--- config.mk ---
export PLATFORM = sky130hd
export DESIGN_NAME = scr_regs
export DESIGN_NICKNAME = d
export VERILOG_FILES = /design/src/design/scr_pkg.sv /design/src/design/scr_cal_timer.sv /design/src/design/scr_regs.sv
export SDC_FILE = /design/constraint.sdc
export NUM_CORES = 1
export LEC_CHECK = 0
export ABC_AREA = 1
export BUFFER_PORTS_ARGS = -buffer_cell sky130_fd_sc_hd__buf_2
export CORE_MARGIN = 2
export CORE_UTILIZATION = 45
export CTS_CLUSTER_DIAMETER = 150
export DETAILED_ROUTE_END_ITERATION = 6
export GPL_TIMING_DRIVEN = 0
export HOLD_SLACK_MARGIN = 0.03
export PLACE_DENSITY = 0.62
export SYNTH_ARGS = -nofsm -noshare
export SYNTH_HDL_FRONTEND = slang
export SYNTH_SLANG_ARGS = --single-unit
export TNS_END_PERCENT = 10
--- constraint.sdc ---
create_clock -name SYS_CLK -period 2.67 [get_ports SYS_CLK]
set_input_delay 0.4005 -clock SYS_CLK [delete_from_list [all_inputs] [get_ports SYS_CLK]]
set_output_delay 0.4005 -clock SYS_CLK [all_outputs]
set_load 0.01 [all_outputs]
--- src/design/scr_pkg.sv ---
// How it works
// - crystal-wake-halving bit set: crystal wake period used is halved.
// - read-only ADC calibration done flag reads 1 once calibration finished.
// - fine-calibration enable set: RC oscillator fine calibration every 30 s.
// - force bit written 0 to 1 starts RC calibration; bit self-clears.
// - RC calibration runs automatically when wake-up timer or wake-on-receive starts.
// - VCO double-precision bit selects the longer VCO calibration measurement.
// - VCO force write of 1 in Idle with PLL on starts one calibration.
// - skip-VCO bit omits VCO calibration on the Idle to RX transition.
// - bit clock recovery compensation bypass bit disables its phase compensation.
// - slicer compensation bypass bit disables slicer phase compensation.
// - dither type: low adds +1/0, high adds plus or minus 1.
// - oscillation detection runs while its disable bit is low.
// - OOK threshold estimated from 8 preamble bits when set, else 4.
// - reference clock select: 1 picks 10 MHz clock, 0 the PLL clock.
// - reference clock inversion bit inverts the delta-sigma reference clock.
// - discriminator toggle bit cleared disables discriminator toggling.
// - charge pump force-up and force-down bits drive override outputs.
// - correction field reads what the pump uses; override drives written value.
// - charge pump correction value resets to all zeros.
// - 3-bit DC current field passed to the analog block statically.
package scr_pkg;

   localparam logic [6:0] ADDR_CAL_CTL   = 7'h55;
   localparam logic [6:0] ADDR_MODEM     = 7'h56;
   localparam logic [6:0] ADDR_PUMP_TEST = 7'h57;
   localparam logic [6:0] ADDR_PUMP_TRIM = 7'h58;
   localparam logic [6:0] ADDR_DIV_TRIM  = 7'h59;
   localparam logic [7:0] RD_UNMAPPED    = 8'h00;

   typedef struct packed {
      logic reserved;
      logic xtal_wake_half;
      logic adc_cal_done;
      logic rc_fine_en;
      logic rc_force;
      logic vco_double;
      logic vco_force;
      logic vco_skip;
   } scr_cal_s;

   typedef struct packed {
      logic bit_clock_recovery_byp;
      logic slicer_byp;
      logic dither_type;
      logic osc_det_off;
      logic ook_th8;
      logic ref_sel_10m;
      logic ref_inv;
      logic disc_toggle;
   } scr_modem_s;

   typedef struct packed {
      logic       pfd_reset;
      logic       fbdiv_reset;
      logic       force_up;
      logic       force_dn;
      logic       dc_only;
      logic [2:0] dc_current;
   } scr_pump_s;

   typedef struct packed {
      logic [1:0] gain;
      logic       corr_ov;
      logic [4:0] corr;
   } scr_trim_s;

   typedef struct packed {
      logic       reserved;
      logic       fbdiv_high_current;
      logic [1:0] div3_current_trim;
      logic [1:0] div2_current_trim;
      logic [1:0] div1p5_current_trim;
   } scr_div_s;

   localparam logic [7:0] CAL_RST   = 8'h44;
   localparam logic [7:0] MODEM_RST = 8'h00;
   localparam logic [7:0] PUMP_RST  = 8'h00;
   localparam logic [7:0] TRIM_RST  = 8'h80;
   localparam logic [7:0] DIV_RST   = 8'h80;

   localparam logic [1:0] DITH_PLUS  = 2'h1;
   localparam logic [1:0] DITH_ZERO  = 2'h0;
   localparam logic [1:0] DITH_MINUS = 2'h3;
   localparam logic [3:0] OOK_BITS_LONG  = 4'h8;
   localparam logic [3:0] OOK_BITS_SHORT = 4'h4;

   localparam longint CLK_HZ           = 100_000_000;
   localparam longint RC_CAL_TIME_US   = 2000;
   localparam longint FINE_PERIOD_S    = 30;
   localparam longint RC_CAL_CYC64     = RC_CAL_TIME_US * (CLK_HZ / 1_000_000);
   localparam longint FINE_CYC64       = FINE_PERIOD_S * CLK_HZ;
   localparam logic [31:0] RC_CAL_CYC  = RC_CAL_CYC64[31:0];
   localparam logic [31:0] FINE_CYC    = FINE_CYC64[31:0];
   localparam logic [15:0] XTAL_WAKE_CYC = 16'h0400;

endpackage

--- src/design/scr_cal_timer.sv ---
`timescale 1ns/1ns
// one-shot down counter: done pulses load cycles after start
module scr_cal_timer #(
   parameter int CW = 32
) (
   input  wire logic          clk,     // system clock
   input  wire logic          rst_n,   // sync reset, low
   input  wire logic          ce,      // clock enable
   input  wire logic          start,   // begin a count
   input  wire logic          clr,     // abandon a count
   input  wire logic [CW-1:0] load,    // length in cycles
   output logic               busy,    // counting
   output logic               done     // end pulse
);

   logic [CW-1:0] cnt_reg;

   initial begin
      if (CW < 2 || CW > 32) $error("scr_cal_timer: CW out of range");
   end

   always_ff @(posedge clk) begin
      if (!rst_n) begin
         cnt_reg <= '0;
         busy    <= 1'b0;
         done    <= 1'b0;
      end else if (ce) begin
         done <= 1'b0;
         if (clr) begin
            busy <= 1'b0;
         end else if (start && !busy) begin
            cnt_reg <= load;
            busy    <= 1'b1;
         end else if (busy) begin
            if (cnt_reg <= CW'(1)) begin
               busy <= 1'b0;
               done <= 1'b1;
            end else begin
               cnt_reg <= cnt_reg - CW'(1);
            end
         end
      end
   end

endmodule // scr_cal_timer

--- src/design/scr_regs.sv ---
`timescale 1ns/1ns
// calibration and test register bank behind the serial register port
module scr_regs #(
   parameter logic [31:0] RC_CAL_CYC = scr_pkg::RC_CAL_CYC,
   parameter logic [31:0] FINE_CYC   = scr_pkg::FINE_CYC,
   parameter logic [15:0] XTAL_CYC   = scr_pkg::XTAL_WAKE_CYC
) (
   input  wire logic               SYS_CLK,        // 100 MHz clock
   input  wire logic               RST_N,          // sync reset, low
   input  wire logic               CE,             // clock enable
   input  wire logic [6:0]         REG_ADDR,       // register address
   input  wire logic               REG_WR,         // write strobe
   input  wire logic               REG_RD,         // read strobe
   input  wire logic [7:0]         REG_WDATA,      // write data
   output logic [7:0]              REG_RDATA,      // read data
   input  wire logic               ADC_CAL_DONE,   // adc calibration finished
   input  wire logic               RC_OSC_EN,      // 32 kHz rc running
   input  wire logic               WUT_EN,         // wake-up timer enabled
   input  wire logic               WOR_STATE,      // wake-on-receive state
   output logic                    RC_CAL_START,   // rc calibration start pulse
   output logic                    RC_CAL_BUSY,    // rc calibration running
   input  wire logic               IDLE_STATE,     // device in idle
   input  wire logic               PLL_ON,         // pll-on setting
   input  wire logic               VCO_CAL_DONE,   // vco calibration finished
   output logic                    VCO_CAL_START,  // vco calibration start pulse
   output logic                    VCO_CAL_DOUBLE, // long measurement
   output logic                    VCO_CAL_SKIP,   // skip on idle to rx
   output logic [15:0]             XTAL_WAKE_CYC,  // crystal wake time used
   output scr_pkg::scr_modem_s     MODEM_CTL,      // modem test bits
   output logic                    BCR_COMP_EN,    // recovery phase comp on
   output logic                    SLICER_COMP_EN, // slicer phase comp on
   input  wire logic               DITHER_EN,      // dithering enabled
   input  wire logic               DITHER_RND,     // random dither bit
   output logic [1:0]              DITHER_VAL,     // dither added, two's compl
   output logic                    OSC_DET_EN,     // oscillation detect on
   output logic [3:0]              OOK_TH_BITS,    // preamble bits for threshold
   input  wire logic               REF_10M_IN,     // 10 MHz reference level
   input  wire logic               REF_PLL_IN,     // pll reference level
   output logic                    DSM_REF_CLK,    // selected reference
   output logic                    DISC_TOGGLE_EN, // discriminator toggling
   output scr_pkg::scr_pump_s      PUMP_CTL,       // charge pump test bits
   output logic                    CP_FORCE_UP,    // pump forced up
   output logic                    CP_FORCE_DN,    // pump forced down
   output logic [2:0]              CP_DC_CURRENT,  // pump dc current select
   input  wire logic [4:0]         CP_CORR_INT,    // internal pump correction
   output logic [4:0]              CP_CORR,        // correction seen by pump
   output logic [1:0]              CP_GAIN,        // pump gain
   output scr_pkg::scr_div_s       DIV_TRIM        // divider current trims
);

   ////////////////////////////////////////////////////////////////////////
   // stored registers

   scr_pkg::scr_cal_s   cal_reg;
   scr_pkg::scr_modem_s modem_reg;
   scr_pkg::scr_pump_s  pump_reg;
   scr_pkg::scr_trim_s  trim_reg;
   scr_pkg::scr_div_s   div_reg;
   scr_pkg::scr_cal_s   wcal;
   logic                rc_force_reg;
   logic                vco_force_reg;
   logic                wut_reg;
   logic                wor_reg;
   logic                wr_cal;
   logic                rc_req;
   logic                rc_auto;
   logic                rc_done;
   logic                fine_busy;
   logic                fine_done;
   logic                vco_req;
   logic [7:0]          rd_next;

   // reset image of the trim register, so its fields can be picked by name
   localparam scr_pkg::scr_trim_s TRIM_RST_S = scr_pkg::scr_trim_s'(scr_pkg::TRIM_RST);

   initial begin
      if (XTAL_CYC < 16'h0002) $error("scr_regs: XTAL_CYC too small");
      if (RC_CAL_CYC == 32'h0) $error("scr_regs: RC_CAL_CYC is zero");
      if (FINE_CYC == 32'h0) $error("scr_regs: FINE_CYC is zero");
   end

   assign wcal   = scr_pkg::scr_cal_s'(REG_WDATA);
   assign wr_cal = REG_WR && (REG_ADDR == scr_pkg::ADDR_CAL_CTL);

   always_ff @(posedge SYS_CLK) begin
      if (!RST_N) begin
         cal_reg   <= scr_pkg::scr_cal_s'(scr_pkg::CAL_RST);
         modem_reg <= scr_pkg::scr_modem_s'(scr_pkg::MODEM_RST);
         pump_reg  <= scr_pkg::scr_pump_s'(scr_pkg::PUMP_RST);
         trim_reg  <= scr_pkg::scr_trim_s'(scr_pkg::TRIM_RST);
         div_reg   <= scr_pkg::scr_div_s'(scr_pkg::DIV_RST);
      end else if (CE && REG_WR) begin
         case (REG_ADDR)
            scr_pkg::ADDR_CAL_CTL: begin
               cal_reg.xtal_wake_half <= wcal.xtal_wake_half;
               cal_reg.rc_fine_en     <= wcal.rc_fine_en;
               cal_reg.vco_double     <= wcal.vco_double;
               cal_reg.vco_skip       <= wcal.vco_skip;
            end
            scr_pkg::ADDR_MODEM:     modem_reg <= scr_pkg::scr_modem_s'(REG_WDATA);
            scr_pkg::ADDR_PUMP_TEST: pump_reg  <= scr_pkg::scr_pump_s'(REG_WDATA);
            scr_pkg::ADDR_PUMP_TRIM: trim_reg  <= scr_pkg::scr_trim_s'(REG_WDATA);
            scr_pkg::ADDR_DIV_TRIM:  div_reg   <= scr_pkg::scr_div_s'(REG_WDATA);
            default: ;
         endcase
      end
   end

   ////////////////////////////////////////////////////////////////////////
   // rc oscillator calibration

   // a request with the oscillator stopped is dropped, as nothing would run
   assign rc_req = wr_cal && wcal.rc_force && !rc_force_reg && RC_OSC_EN;

   assign rc_auto = RC_OSC_EN &&
                    ((WUT_EN && !wut_reg) || (WOR_STATE && !wor_reg) ||
                     fine_done);

   always_ff @(posedge SYS_CLK) begin
      if (!RST_N) begin
         wut_reg <= 1'b0;
         wor_reg <= 1'b0;
      end else if (CE) begin
         wut_reg <= WUT_EN;
         wor_reg <= WOR_STATE;
      end
   end

   // set wins over the completion clear
   always_ff @(posedge SYS_CLK) begin
      if (!RST_N) begin
         rc_force_reg <= 1'b0;
      end else if (CE) begin
         if (rc_req) begin
            rc_force_reg <= 1'b1;
         end else if (rc_done) begin
            rc_force_reg <= 1'b0;
         end
      end
   end

   always_ff @(posedge SYS_CLK) begin
      if (!RST_N) begin
         RC_CAL_START <= 1'b0;
      end else if (CE) begin
         RC_CAL_START <= (rc_req || rc_auto) && !RC_CAL_BUSY;
      end
   end

   scr_cal_timer #(
      .CW    (32)
   ) u_rc_cal (
      .clk   (SYS_CLK),
      .rst_n (RST_N),
      .ce    (CE),
      .start (RC_CAL_START),
      .clr   (1'b0),
      .load  (RC_CAL_CYC),
      .busy  (RC_CAL_BUSY),
      .done  (rc_done)
   );

   // periodic fine calibration; disabling it drops the running period
   scr_cal_timer #(
      .CW    (32)
   ) u_fine (
      .clk   (SYS_CLK),
      .rst_n (RST_N),
      .ce    (CE),
      .start (cal_reg.rc_fine_en && !fine_done),
      .clr   (!cal_reg.rc_fine_en),
      .load  (FINE_CYC),
      .busy  (fine_busy),
      .done  (fine_done)
   );

   ////////////////////////////////////////////////////////////////////////
   // vco calibration

   assign vco_req = wr_cal && wcal.vco_force && !vco_force_reg &&
                    IDLE_STATE && PLL_ON;

   always_ff @(posedge SYS_CLK) begin
      if (!RST_N) begin
         vco_force_reg <= 1'b0;
         VCO_CAL_START <= 1'b0;
      end else if (CE) begin
         VCO_CAL_START <= vco_req;
         if (vco_req) begin
            vco_force_reg <= 1'b1;
         end else if (VCO_CAL_DONE) begin
            vco_force_reg <= 1'b0;
         end
      end
   end

   ////////////////////////////////////////////////////////////////////////
   // static and derived controls

   always_ff @(posedge SYS_CLK) begin
      if (!RST_N) begin
         VCO_CAL_DOUBLE <= 1'b0;
         VCO_CAL_SKIP   <= 1'b0;
         XTAL_WAKE_CYC  <= XTAL_CYC;
      end else if (CE) begin
         VCO_CAL_DOUBLE <= cal_reg.vco_double;
         VCO_CAL_SKIP   <= cal_reg.vco_skip;
         XTAL_WAKE_CYC  <= cal_reg.xtal_wake_half ? (XTAL_CYC >> 1) : XTAL_CYC;
      end
   end

   always_ff @(posedge SYS_CLK) begin
      if (!RST_N) begin
         MODEM_CTL      <= scr_pkg::scr_modem_s'(scr_pkg::MODEM_RST);
         BCR_COMP_EN    <= 1'b1;
         SLICER_COMP_EN <= 1'b1;
         OSC_DET_EN     <= 1'b1;
         OOK_TH_BITS    <= scr_pkg::OOK_BITS_SHORT;
         DISC_TOGGLE_EN <= 1'b0;
      end else if (CE) begin
         MODEM_CTL      <= modem_reg;
         BCR_COMP_EN    <= !modem_reg.bit_clock_recovery_byp;
         SLICER_COMP_EN <= !modem_reg.slicer_byp;
         OSC_DET_EN     <= !modem_reg.osc_det_off;
         OOK_TH_BITS    <= modem_reg.ook_th8 ? scr_pkg::OOK_BITS_LONG
                                             : scr_pkg::OOK_BITS_SHORT;
         DISC_TOGGLE_EN <= modem_reg.disc_toggle;
      end
   end

   // dither value: +1/0 or +1/-1 picked by the random bit
   always_ff @(posedge SYS_CLK) begin
      if (!RST_N) begin
         DITHER_VAL <= scr_pkg::DITH_ZERO;
      end else if (CE) begin
         if (!DITHER_EN) begin
            DITHER_VAL <= scr_pkg::DITH_ZERO;
         end else if (DITHER_RND) begin
            DITHER_VAL <= scr_pkg::DITH_PLUS;
         end else if (modem_reg.dither_type) begin
            DITHER_VAL <= scr_pkg::DITH_MINUS;
         end else begin
            DITHER_VAL <= scr_pkg::DITH_ZERO;
         end
      end
   end

   // reference treated as a sampled level; one cycle of lag is accepted
   always_ff @(posedge SYS_CLK) begin
      if (!RST_N) begin
         DSM_REF_CLK <= 1'b0;
      end else if (CE) begin
         DSM_REF_CLK <= (modem_reg.ref_sel_10m ? REF_10M_IN : REF_PLL_IN)
                        ^ modem_reg.ref_inv;
      end
   end

   always_ff @(posedge SYS_CLK) begin
      if (!RST_N) begin
         PUMP_CTL      <= scr_pkg::scr_pump_s'(scr_pkg::PUMP_RST);
         CP_FORCE_UP   <= 1'b0;
         CP_FORCE_DN   <= 1'b0;
         CP_DC_CURRENT <= '0;
         CP_CORR       <= '0;
         CP_GAIN       <= TRIM_RST_S.gain;
         DIV_TRIM      <= scr_pkg::scr_div_s'(scr_pkg::DIV_RST);
      end else if (CE) begin
         PUMP_CTL      <= pump_reg;
         CP_FORCE_UP   <= pump_reg.force_up;
         CP_FORCE_DN   <= pump_reg.force_dn;
         CP_DC_CURRENT <= pump_reg.dc_current;
         CP_CORR       <= trim_reg.corr_ov ? trim_reg.corr : CP_CORR_INT;
         CP_GAIN       <= trim_reg.gain;
         DIV_TRIM      <= div_reg;
      end
   end

   ////////////////////////////////////////////////////////////////////////
   // read back

   always_comb begin
      rd_next = scr_pkg::RD_UNMAPPED;
      case (REG_ADDR)
         scr_pkg::ADDR_CAL_CTL: begin
            rd_next = {1'b0,
                       cal_reg.xtal_wake_half,
                       ADC_CAL_DONE,
                       cal_reg.rc_fine_en,
                       rc_force_reg,
                       cal_reg.vco_double,
                       vco_force_reg,
                       cal_reg.vco_skip};
         end
         scr_pkg::ADDR_MODEM:     rd_next = modem_reg;
         scr_pkg::ADDR_PUMP_TEST: rd_next = pump_reg;
         scr_pkg::ADDR_PUMP_TRIM: begin
            rd_next = {trim_reg.gain, trim_reg.corr_ov, CP_CORR};
         end
         scr_pkg::ADDR_DIV_TRIM:  rd_next = div_reg;
         default:                 rd_next = scr_pkg::RD_UNMAPPED;
      endcase
   end

   always_ff @(posedge SYS_CLK) begin
      if (!RST_N) begin
         REG_RDATA <= scr_pkg::RD_UNMAPPED;
      end else if (CE && REG_RD) begin
         REG_RDATA <= rd_next;
      end
   end

endmodule // scr_regs

Word level (Yosys, flattened, before mapping)

Cells that the tools add are included.

Register bits after elaboration: 177

Add/sub/neg operators: 2
Magnitude comparators: 2
Eq/ne operators: 7
Multiplexer cells: 32
Bitwise logic cells: 1
Reductions and logical operators: 43

Operators by type and width:

| operator                                                         | count |
|---|---|
| two-way mux 32 bit                                               | 6 |
| less-or-equal comparator 32 x 1 -> 1 bit (second input constant) | 2 |
| subtractor 32 x 1 -> 32 bit (second input constant)              | 2 |
| case mux 8 bit (5 select lines)                                  | 1 |
| == test 7 bit (second input constant)                            | 5 |
| two-way mux 1 bit                                                | 19 |
| logical AND 1 bit                                                | 17 |
| AND reduction 2 bit                                              | 7 |
| two-way mux 11 bit                                               | 1 |
| logical NOT 1 bit                                                | 10 |
| nonzero test 2 bit                                               | 4 |
| two-way mux 2 bit                                                | 3 |
| two-way mux 5 bit                                                | 1 |
| two-way mux 4 bit                                                | 1 |
| != test 2 x 1 -> 1 bit (second input constant)                   | 2 |
| AND reduction 4 bit                                              | 1 |
| logical OR 1 bit                                                 | 3 |
| AND reduction 3 bit                                              | 1 |
| XOR 1 bit                                                        | 1 |

Logic depth before layout (Yosys ltp)

Gate-level depths: netlist of the first run.

Word-level depth: 8
Gate-level depth with buffers: 13
Mapped depth without buffers: 13

Hierarchy

Synthesis of the first run repeated with hierarchy kept, for this count alone.

Cells, all modules: 1,418
Area, all modules: 9,231.4 um2

Modules (own cells, without submodules):

| module        | instances | cells an instance | area an instance (um2) | sequential area each (um2) |
|---|---|---|---|---|
| scr_cal_timer | 2         | 450               | 2,616.3                | 680.7 |
| scr_regs      | 1         | 518               | 3,998.8                | 1,841.8 |

Worst setup path before layout of the first run

Ideal clock, no wire load.

Kind: register to register
From: reg u_fine.cnt_reg[0]
To: reg u_fine.busy
Library setup time: 0.115 ns
Data arrival time: 1.696 ns
Data required time: 2.555 ns
Slack: 0.858 ns
Cell stages (with the launch flop): 13
Period minus slack after synthesis: 1.812 ns
Cells stage by stage: dfxtp_1 -> inv_1 -> ha_1 -> nand2_4 -> nor2_8 -> nand2_1 -> nand2_2 -> nand2_2 -> nand2_1 -> nand2_2 -> buf_2 -> o21ai_0 -> inv_1

Cells in the longest elaborated chain, start to end: 5

Ends and longest elaborated chain:

| element                                  | RTL line            | text |
|---|---|---|
| start, declared                          | scr_cal_timer.sv:16 | `logic [CW-1:0] cnt_reg;` |
| start signal, assigned                   | scr_cal_timer.sv:32 | `cnt_reg <= load;` |
| start signal, assigned                   | scr_cal_timer.sv:39 | `cnt_reg <= cnt_reg - CW'(1);` |
| less-or-equal comparator 32 x 1 -> 1 bit | scr_cal_timer.sv:35 | `if (cnt_reg <= CW'(1)) begin` |
| two-way mux 1 bit                        | scr_cal_timer.sv:35 |  |
| two-way mux 1 bit                        | scr_cal_timer.sv:34 | `end else if (busy) begin` |
| two-way mux 1 bit                        | scr_cal_timer.sv:31 | `end else if (start && !busy) begin` |
| two-way mux 1 bit                        | scr_cal_timer.sv:29 | `if (clr) begin` |
| end signal, assigned                     | scr_cal_timer.sv:30 | `busy <= 1'b0;` |
| end signal, assigned                     | scr_cal_timer.sv:33 | `busy <= 1'b1;` |
| end signal, assigned                     | scr_cal_timer.sv:36 | `busy <= 1'b0;` |
| end, declared                            | scr_cal_timer.sv:12 | `output logic busy,` |

No other way between the ends.
A chain may end at the register's enable or synchronous reset.

Final worst setup path of the first run

Same ends and word-level chain as after synthesis.

==> flow_metrics.tcl, run 1 <==
set metrics [dict create \
    cts_setup_buffers 0 \
    die_area_um2 19400 \
    detail-route-antenna-nets 0 \
    cp.arrival_ns 2.51 \
    synth_flop_cell "dfxtp_1" \
    cp-startpoint "u_fine.cnt_reg[0]" \
    drt-initial-drc-count 620 \
    cts.sinks 160 \
    clockBufferDepth 2 \
    crit_path_top_delay_cell "ha_1" \
    ys_top_cells_by_count "nand2_1 (300), nor2_1 (194), dfxtp_1 (160)" \
    synth_most_common_cell "nand2_1" \
    p_leak_nw 4.48 \
    crit_path_cell_trace "inv_1 -> ha_1 -> nand2_4 -> nor2_8 -> nand2_1 -> nand2_2 -> nand2_2 -> nand2_1 -> nand2_2 -> buf_2 -> o21ai_0 -> inv_1" \
    setup_ws_ns 0.483 \
    yosys-top-cells-area "dfxtp_1 (39%), nand2_1 (14%), nor2_1 (8.9%), a21oi_1 (7.4%), o21ai_0 (6.0%)" \
    critPathLaunchType "flip-flop" \
    ys_async_sr_fraction 0 \
    path_class "flip-flop to flip-flop" \
    cts_made_buffers 17 \
    fin_skew_ns 0.00779 \
    dp_slack_ns 0.441 \
    start_util 0.458 \
    synth_edf_count 0 \
    ys_ff_latch 160 \
    critPathMaxFanout 10 \
    synth_top_area_cell "dfxtp_1" \
    ir_drop_uv 424 \
    end_kind "flip-flop" \
    placed_cell_area_um2 9040 \
    nets 1406 \
    place.detailed.hpwl_um 18200 \
    cts_hold_buf 0 \
    cts-root-buf "clkbuf_16" \
    routedWlPerCell_um 14.9 \
    hp-class "input port to flip-flop" \
    hold_viol_final 0 \
    synthCells 1237 \
    cts.htree.levels 4 \
    grt_pass1_wl_um 38500 \
    worst_pin_slew_ns 0.704 \
    drv_cap 0 \
    syn2layout_area_growth_pct 17.0 \
    ys_seq_area_frac 0.390 \
    status "complete, no violations" \
    synth-warning-count 0 \
    drive_gt1_frac 0.144 \
    grt_use_total 0.249 \
    wl_um 23900 \
    vias 8281 \
    hold_start "VCO_CAL_DONE" \
    critPathMostFrequentCell "nand2_2" \
    core_um2 18000 \
    synth.distinct_cells 40 \
    pin_count 112 \
    cts-resized-gates 0 \
    setup_viol 0 \
    hold_path_depth 4 \
    die_h_um 139 \
    syn_area_um2 8220 \
    viasPerCell 5.15 \
    design_area_um2 9620 \
    grt_antenna_before_repair 1 \
    slew_violations 0 \
    fin_crit_ns 2.19 \
    cp_slowest_stage_delay_ns 0.38 \
    rr_worst_depth 12 \
    cp_data_required_time_ns 2.99 \
    grt_pass1_vias 7512 \
    remaining_drc_errors 0 \
    clk_pin_slew_ns 0.07 \
    gp_congestion 0.937 \
    relSlewSlack 0.530 \
    tns_ns 0 \
    grt_max_degree 17 \
    r2r-start "u_fine.cnt_reg[0]" \
    synth_top_cell_area_share 0.390 \
    first_pass_iters 5 \
    dieWidth_um 139 \
    fin_crit_sh 0.819 \
    max_freq_mhz 457 \
    cts_tree "yes" \
    rows 49 \
    cellPowerDensity_nw_per_um2 637 \
    portBuffers 95 \
    syn_area_per_cell_um2 6.65 \
    grt_setup_unrepaired "no" \
    fillers 1830 \
    overflow 0 \
    worstSkewPairLatency_ns 0.43 \
]
-- stage by stage --
stage | utilization | cells | total power [mW] | hold slack (ns)
floorplan | - | 1252 | 3.43 | 0.431
global route | 0.535 | 1608 | 6.44 | 0.254
finish | 0.535 | 1609 | 6.13 | 0.257
CTS | 0.535 | 1608 | 6.16 | 0.251
detailed placement | 0.503 | 1576 | 3.74 | 0.436
global placement | 0.503 | 1576 | 3.73 | 0.433
-- layout make-up --
| type | instances | area [µm²] | area share |
|---|---|---|---|
| Multi-Input combinational cell | 914 | 4270 | 0.444 |
| Sequential cell | 160 | 3200 | 0.333 |
| Timing Repair Buffer | 95 | 475 | 0.0494 |
| Clock buffer | 18 | 429 | 0.0446 |
| Inverter | 110 | 414 | 0.0431 |
| Buffer | 68 | 389 | 0.0405 |
| Tap cell | 229 | 287 | 0.0298 |
| Clock inverter | 14 | 148 | 0.0154 |
| Antenna cell | 1 | 2.50 | 0.000260 |
-- power breakdown --
| group | internal, mW | switching (mW) |
|---|---|---|
| Clock | 1.32 | 1.10 |
| Sequential | 2.46 | 0.0638 |
| Combinational | 0.418 | 0.760 |
-- kinds of logic after synthesis --
kind of cell | synth area share
AO/OA/AOI/OAI | 0.164
XOR/XNOR | 0.0309
adder cells (fa/ha/maj) | 0.00609
buffers and inverters | 0.0977
flip-flops | 0.390
other | 0.000456
AND/OR/NAND/NOR | 0.311
-- routing by layer --
metal / up-vias / global-route usage / share of wire
met4: 0 / 0.102 / 0.034
li1: 4225 / - / -
met2: 266 / 0.419 / 0.47
met3: 55 / 0.0442 / 0.054
met5: - / 0 / 0
met1: 3735 / 0.317 / 0.45
-- placed cells by master (no fill, tap or decap), drive strengths merged, types with 2 or more instances in the layout --
master / instances
inv: 115
clkinv: 6
dfxtp: 160
o21ai: 101
clkbuf: 46
nor2: 201
clkinvlp: 2
nand3: 61
buf: 135
o22ai: 8
xor2: 15
ha: 4
and2: 2
or2: 2
nor3: 18
conb: 16
a21oi: 133
xnor2: 14
o211ai: 6
nand4: 19
nand2: 307
o21a: 4
-- worst max-delay path, delay by kind of cell, from the launching register on --
kind                       cells  cell delay [ns]
AOI/OAI and AO/OA              1             0.17
buffers and inverters          3             0.44
adders and majority gates      1             0.38
and+or+nand+nor                7             0.74
DFF                            1             0.34
-- path summary, 6_finish.rpt --
kind	to	slack, ns
worst max register to register	u_fine.busy	0.48
worst max-delay path	u_fine.busy	0.48
worst min-delay path	vco_force_reg	0.26
worst min register to register	MODEM_CTL[4]	0.45
Power figures use the tool's default switching activity.
==> inputs of run 2 (changes only) <==
Settings changed: PLACE_DENSITY 0.62 to 0.64.
Clock period 2.67 ns to 1.8 ns, I/O delays scaled along.
==> flow_metrics.tcl, run 2 (synthesis gave the netlist of run 1 again) <==
set metrics [dict create \
    path_class "flip-flop to flip-flop" \
    hp-class "input port to flip-flop" \
    p_leak_nw 4.65 \
    layout_commonest_cell "nand2_1" \
    critPathLaunchType "flip-flop" \
    clockBufferDepth 2 \
    cp_data_required_time_ns 2.10 \
    holdWs_ns 0.110 \
    clk_pin_slew_ns 0.07 \
    final_cell_mix "nand2_1 (287), nor2_1 (163), dfxtp_1 (144)" \
    finalNonFillerCells 1625 \
    remaining_drc_errors 0 \
    fin_crit_sh 0.963 \
    dieWidth_um 139 \
    fin_crit_ns 1.73 \
    portBuffers 95 \
    multiInputGateArea_um2 4470 \
    cts_made_buffers 17 \
    nets 1423 \
    first_pass_iters 5 \
    setup_viol 0 \
    drive_gt1_frac 0.209 \
    grt_use_total 0.254 \
    die_area_um2 19400 \
    core_um2 18000 \
    slew_violations 0 \
    cts_tree "yes" \
    max_freq_mhz 577 \
    seqCellArea_um2 3220 \
    worst_pin_slew_ns 0.706 \
    grt_max_degree 17 \
    grt_antenna_before_repair 1 \
    detail-route-antenna-nets 0 \
    ir_drop_uv 670 \
    post-route-util 0.558 \
    gp_congestion 0.911 \
    wl_um 24500 \
    die_h_um 139 \
    cts.sinks 160 \
    pin_count 112 \
    cp_slowest_stage_delay_ns 0.36 \
    cellPowerDensity_nw_per_um2 916 \
    crit_path_cell_trace "nor2_2 -> nand2_1 -> nor2_2 -> nand2_2 -> o21ai_2 -> nand2_2 -> buf_4 -> o21ai_0 -> a21oi_2" \
    viasPerCell 5.20 \
    fin_skew_ns 0.00926 \
    cts.htree.levels 4 \
    grt_pass1_wl_um 39800 \
    end_kind "flip-flop" \
    status "complete, no violations" \
    power_mw 9.18 \
    rows 49 \
    critPathMaxFanout 10 \
    drt-initial-drc-count 536 \
    syn2layout_area_growth_pct 21.9 \
    start_util 0.458 \
    dp.cells 1576 \
    routedWlPerCell_um 15.1 \
    grt_pass1_vias 7855 \
    setup_ws_ns 0.0657 \
    overflow 0 \
    regToRegSetupSlack_ns 0.07 \
    worstSkewPairLatency_ns 0.43 \
    hold_viol_final 0 \
    cts-root-buf "clkbuf_16" \
    cp.arrival_ns 2.03 \
    place.detailed.hpwl_um 18200 \
    crit_path_top_delay_cell "dfxtp_1" \
    fillers 1802 \
    grt_setup_unrepaired "yes" \
    relSlewSlack 0.529 \
    drv_cap 0 \
    dp_slack_ns -0.297 \
    vias 8455 \
]
## run 2: path summary, 6_finish.rpt
| path | from | end | cells past startpoint |
|---|---|---|---|
| setup / recovery | u_rc_cal.cnt_reg[22] | u_rc_cal.cnt_reg[16] | 9 |
| hold / removal | DITHER_EN | DITHER_VAL[1] | 3 |
| setup reg to reg | u_rc_cal.cnt_reg[22] | u_rc_cal.cnt_reg[16] | 9 |
| hold reg to reg | MODEM_CTL[4] | MODEM_CTL[4] | 1 |
## run 2: final cells by class
type,count,share of cell area
Clock buffer,19,0.0452
Multi-Input combinational cell,914,0.446
Tap cell,229,0.0286
Clock inverter,12,0.0121
Buffer,68,0.0431
Inverter,110,0.0413
Sequential cell,160,0.322
Timing Repair Buffer,112,0.0623
Antenna cell,1,0.000250
## run 2: per-stage QoR
step | area [µm²] | TNS (ns)
final | 10000 | 0
after global routing | 10000 | -1.15
after CTS | 9710 | -0.00375
after detailed placement | 9040 | -16.31
after global placement | 9040 | -15.07
after floorplan | 8280 | 0
## run 2: worst max-delay path, delay by kind of cell (launching register included)
| family | cells | cell delay, ns |
|---|---|---|
| and+or+nand+nor | 5 | 0.69 |
| AOI/OAI and AO/OA | 3 | 0.36 |
| DFF | 1 | 0.36 |
| buffers and inverters | 1 | 0.20 |
## run 2: routing by layer
| metal | global-route usage | vias up | part of all wire |
|---|---|---|---|
| met5 | 0 | - | 0 |
| met4 | 0.116 | 0 | 0.037 |
| met3 | 0.0456 | 63 | 0.062 |
| met2 | 0.424 | 328 | 0.47 |
| met1 | 0.321 | 3805 | 0.43 |
| li1 | - | 4259 | - |
## run 2: what timing repair did
item | CTS | global route
hold buffers | 0 | 0
pin swaps | 1 | 23
endpoints found under the hold margin | 0 | 0
gates resized for setup | 24 | 81
setup endpoints to repair | 66 | 70
buffers inserted | 4 | 12
cloned | 0 | 1
## run 2: where the power goes
group / total (mW) / leakage, nW / switching (mW) / internal [mW]
sequential: 3.75 / 1.31 / 0.0972 / 3.65
combinational: 1.84 / 3.06 / 1.18 / 0.665
clock: 3.59 / 0.282 / 1.59 / 2.00
==> inputs of run 3 (changes only) <==
Settings changed: CELL_PAD_IN_SITES_DETAIL_PLACEMENT from default to 0, CELL_PAD_IN_SITES_GLOBAL_PLACEMENT from default to 1, CORE_UTILIZATION 45 to 37, PLACE_DENSITY 0.64 to 0.73.
==> flow_metrics.tcl, run 3 (synthesis gave the netlist of run 1 again) <==
set metrics [dict create \
    status "complete, no violations" \
    slew_violations 0 \
    p_sw_mw 3.13 \
    clockBufferDepth 2 \
    cts.htree.levels 4 \
    worstSkewPairLatency_ns 0.43 \
    cts-root-buf "clkbuf_16" \
    drt-initial-drc-count 475 \
    placed_cell_area_um2 9100 \
    cts_tree "yes" \
    rows 54 \
    setup_viol 0 \
    path_class "flip-flop to flip-flop" \
    hold_viol_final 0 \
    grt_setup_unrepaired "yes" \
    worst_pin_slew_ns 0.748 \
    place.detailed.hpwl_um 20100 \
    ir_drop_uv 579 \
    nets 1433 \
    cts.sinks 160 \
    grt_antenna_before_repair 0 \
    portBuffers 95 \
    viasPerCell 4.91 \
    overflow 0 \
    cellPowerDensity_nw_per_um2 913 \
    remaining_drc_errors 0 \
    grt_max_degree 20 \
    cp_data_required_time_ns 2.16 \
    drive_gt1_frac 0.220 \
    cp.arrival_ns 2.08 \
    pin_count 112 \
    cp_slowest_stage_delay_ns 0.35 \
    routedWlPerCell_um 15.9 \
    critPathLaunchType "flip-flop" \
    fin_crit_ns 1.72 \
    fillers 2341 \
    fin_skew_ns 0.0143 \
    wl_um 26800 \
    design_area_um2 10300 \
    critPathMaxFanout 7 \
    vias 8275 \
    cts_hold_buf 0 \
    drv_cap 0 \
    power_frac_clock 0.398 \
    relSlewSlack 0.501 \
    syn2layout_area_growth_pct 24.7 \
    grt_pass1_wl_um 42800 \
    combPwrFrac 0.201 \
    layout_commonest_cell "nand2_1" \
    gp_congestion 0.881 \
    rr_worst_depth 11 \
    grt_pass1_vias 7861 \
    grt_use_total 0.229 \
    final_cell_mix "nand2_1 (288), nor2_1 (163), dfxtp_1 (136)" \
    end_kind "flip-flop" \
    cell_internal_pwr_mw 6.23 \
    crit_path_cell_trace "nor2_2 -> nand2_2 -> nor2_4 -> nand2_2 -> nand2_2 -> nand2_4 -> a21oi_4 -> buf_8 -> clkbuf_16 -> nand2_1 -> a21oi_2" \
    dieWidth_um 153 \
    start_util 0.377 \
    fin_crit_sh 0.957 \
    crit_path_top_delay_cell "dfxtp_2" \
    die_h_um 153 \
    clk_pin_slew_ns 0.08 \
    p_leak_nw 4.72 \
    p_sw_frac 0.334 \
    cts_made_buffers 17 \
    hold_path_depth 3 \
    power.share.sequential 0.400 \
    n_antenna_cell 0 \
    hp-class "input port to flip-flop" \
    detail-route-antenna-nets 0 \
    max_freq_mhz 581 \
    core_um2 21800 \
    first_pass_iters 5 \
    die_area_um2 23400 \
    critPathMostFrequentCell "nand2_2" \
    power_mw 9.36 \
]
[run 3: changes by cell type in the layout (fill, tap and decap cells not counted), sizes merged]
cell	change
diode	-1
clkinv	+2
clkbuf	-1
inv	+2
buf	+9
bufinv	-1
[run 3: final timing paths]
kind,startpoint,endpoint,slack [ns]
max,u_fine.cnt_reg[14],u_fine.cnt_reg[15],0.08
min,REG_WDATA[6],cal_reg[6],0.12
max reg2reg,u_fine.cnt_reg[14],u_fine.cnt_reg[15],0.08
min reg2reg,OSC_DET_EN,OSC_DET_EN,0.45
[run 3: routing by layer]
metal / GRT usage / routed length, µm / up-vias
met1: 0.301 / 12300 / 3760
met4: 0.0586 / 487 / 0
met2: 0.393 / 12900 / 210
met5: 0 / 0 / -
li1: - / - / 4274
met3: 0.0326 / 1090 / 31
[run 3: timing repair]
item	in CTS	in global routing
setup buffers	4	22
setup endpoints to repair	69	69
gates resized for setup	35	85
pin swaps	3	23
endpoints found under the hold margin	0	0
cloned	0	1
[run 3: cell type report]
class                   count  area, µm²  area share
inverters                 110        420      0.0410
well taps                 280        350      0.0342
flip-flops and latches    160       3240       0.316
clock buffers              17        425      0.0415
plain buffers              68        445      0.0434
repair buffers            122        699      0.0682
clock inverters            15        184      0.0179
multi-input cells         914       4490       0.438
[run 3: critical path: cells and delay by family, from the launching register on]
family | cells | cell delay (ns)
AND/OR/NAND/NOR | 7 | 0.69
AO/OA/AOI/OAI | 2 | 0.27
buffers and inverters | 2 | 0.31
flip-flops | 1 | 0.35
[run 3: per-stage QoR]
stage	worst slack [ns]	hold WS [ns]	setup TNS, ns	std cells	util
final	0.0775	0.118	0	1686	0.470
after global routing	-0.0542	0.134	-0.759	1686	0.470
after CTS	-0.00258	0.109	-0.00258	1663	0.452
after detailed placement	-0.486	0.440	-25.55	1627	0.417
after global placement	-0.476	0.436	-23.67	1627	0.417
after floorplan	0.0452	0.396	0	1252	-
[run 3: power by group through the flow]
stage	clock network, mW	logic (mW)	registers [mW]
floorplan	0	1.27	3.83
global placement	0	1.76	3.82
detailed placement	0	1.77	3.82
CTS	3.80	1.80	3.74
global route	3.95	2.15	3.76
finish	3.73	1.89	3.75
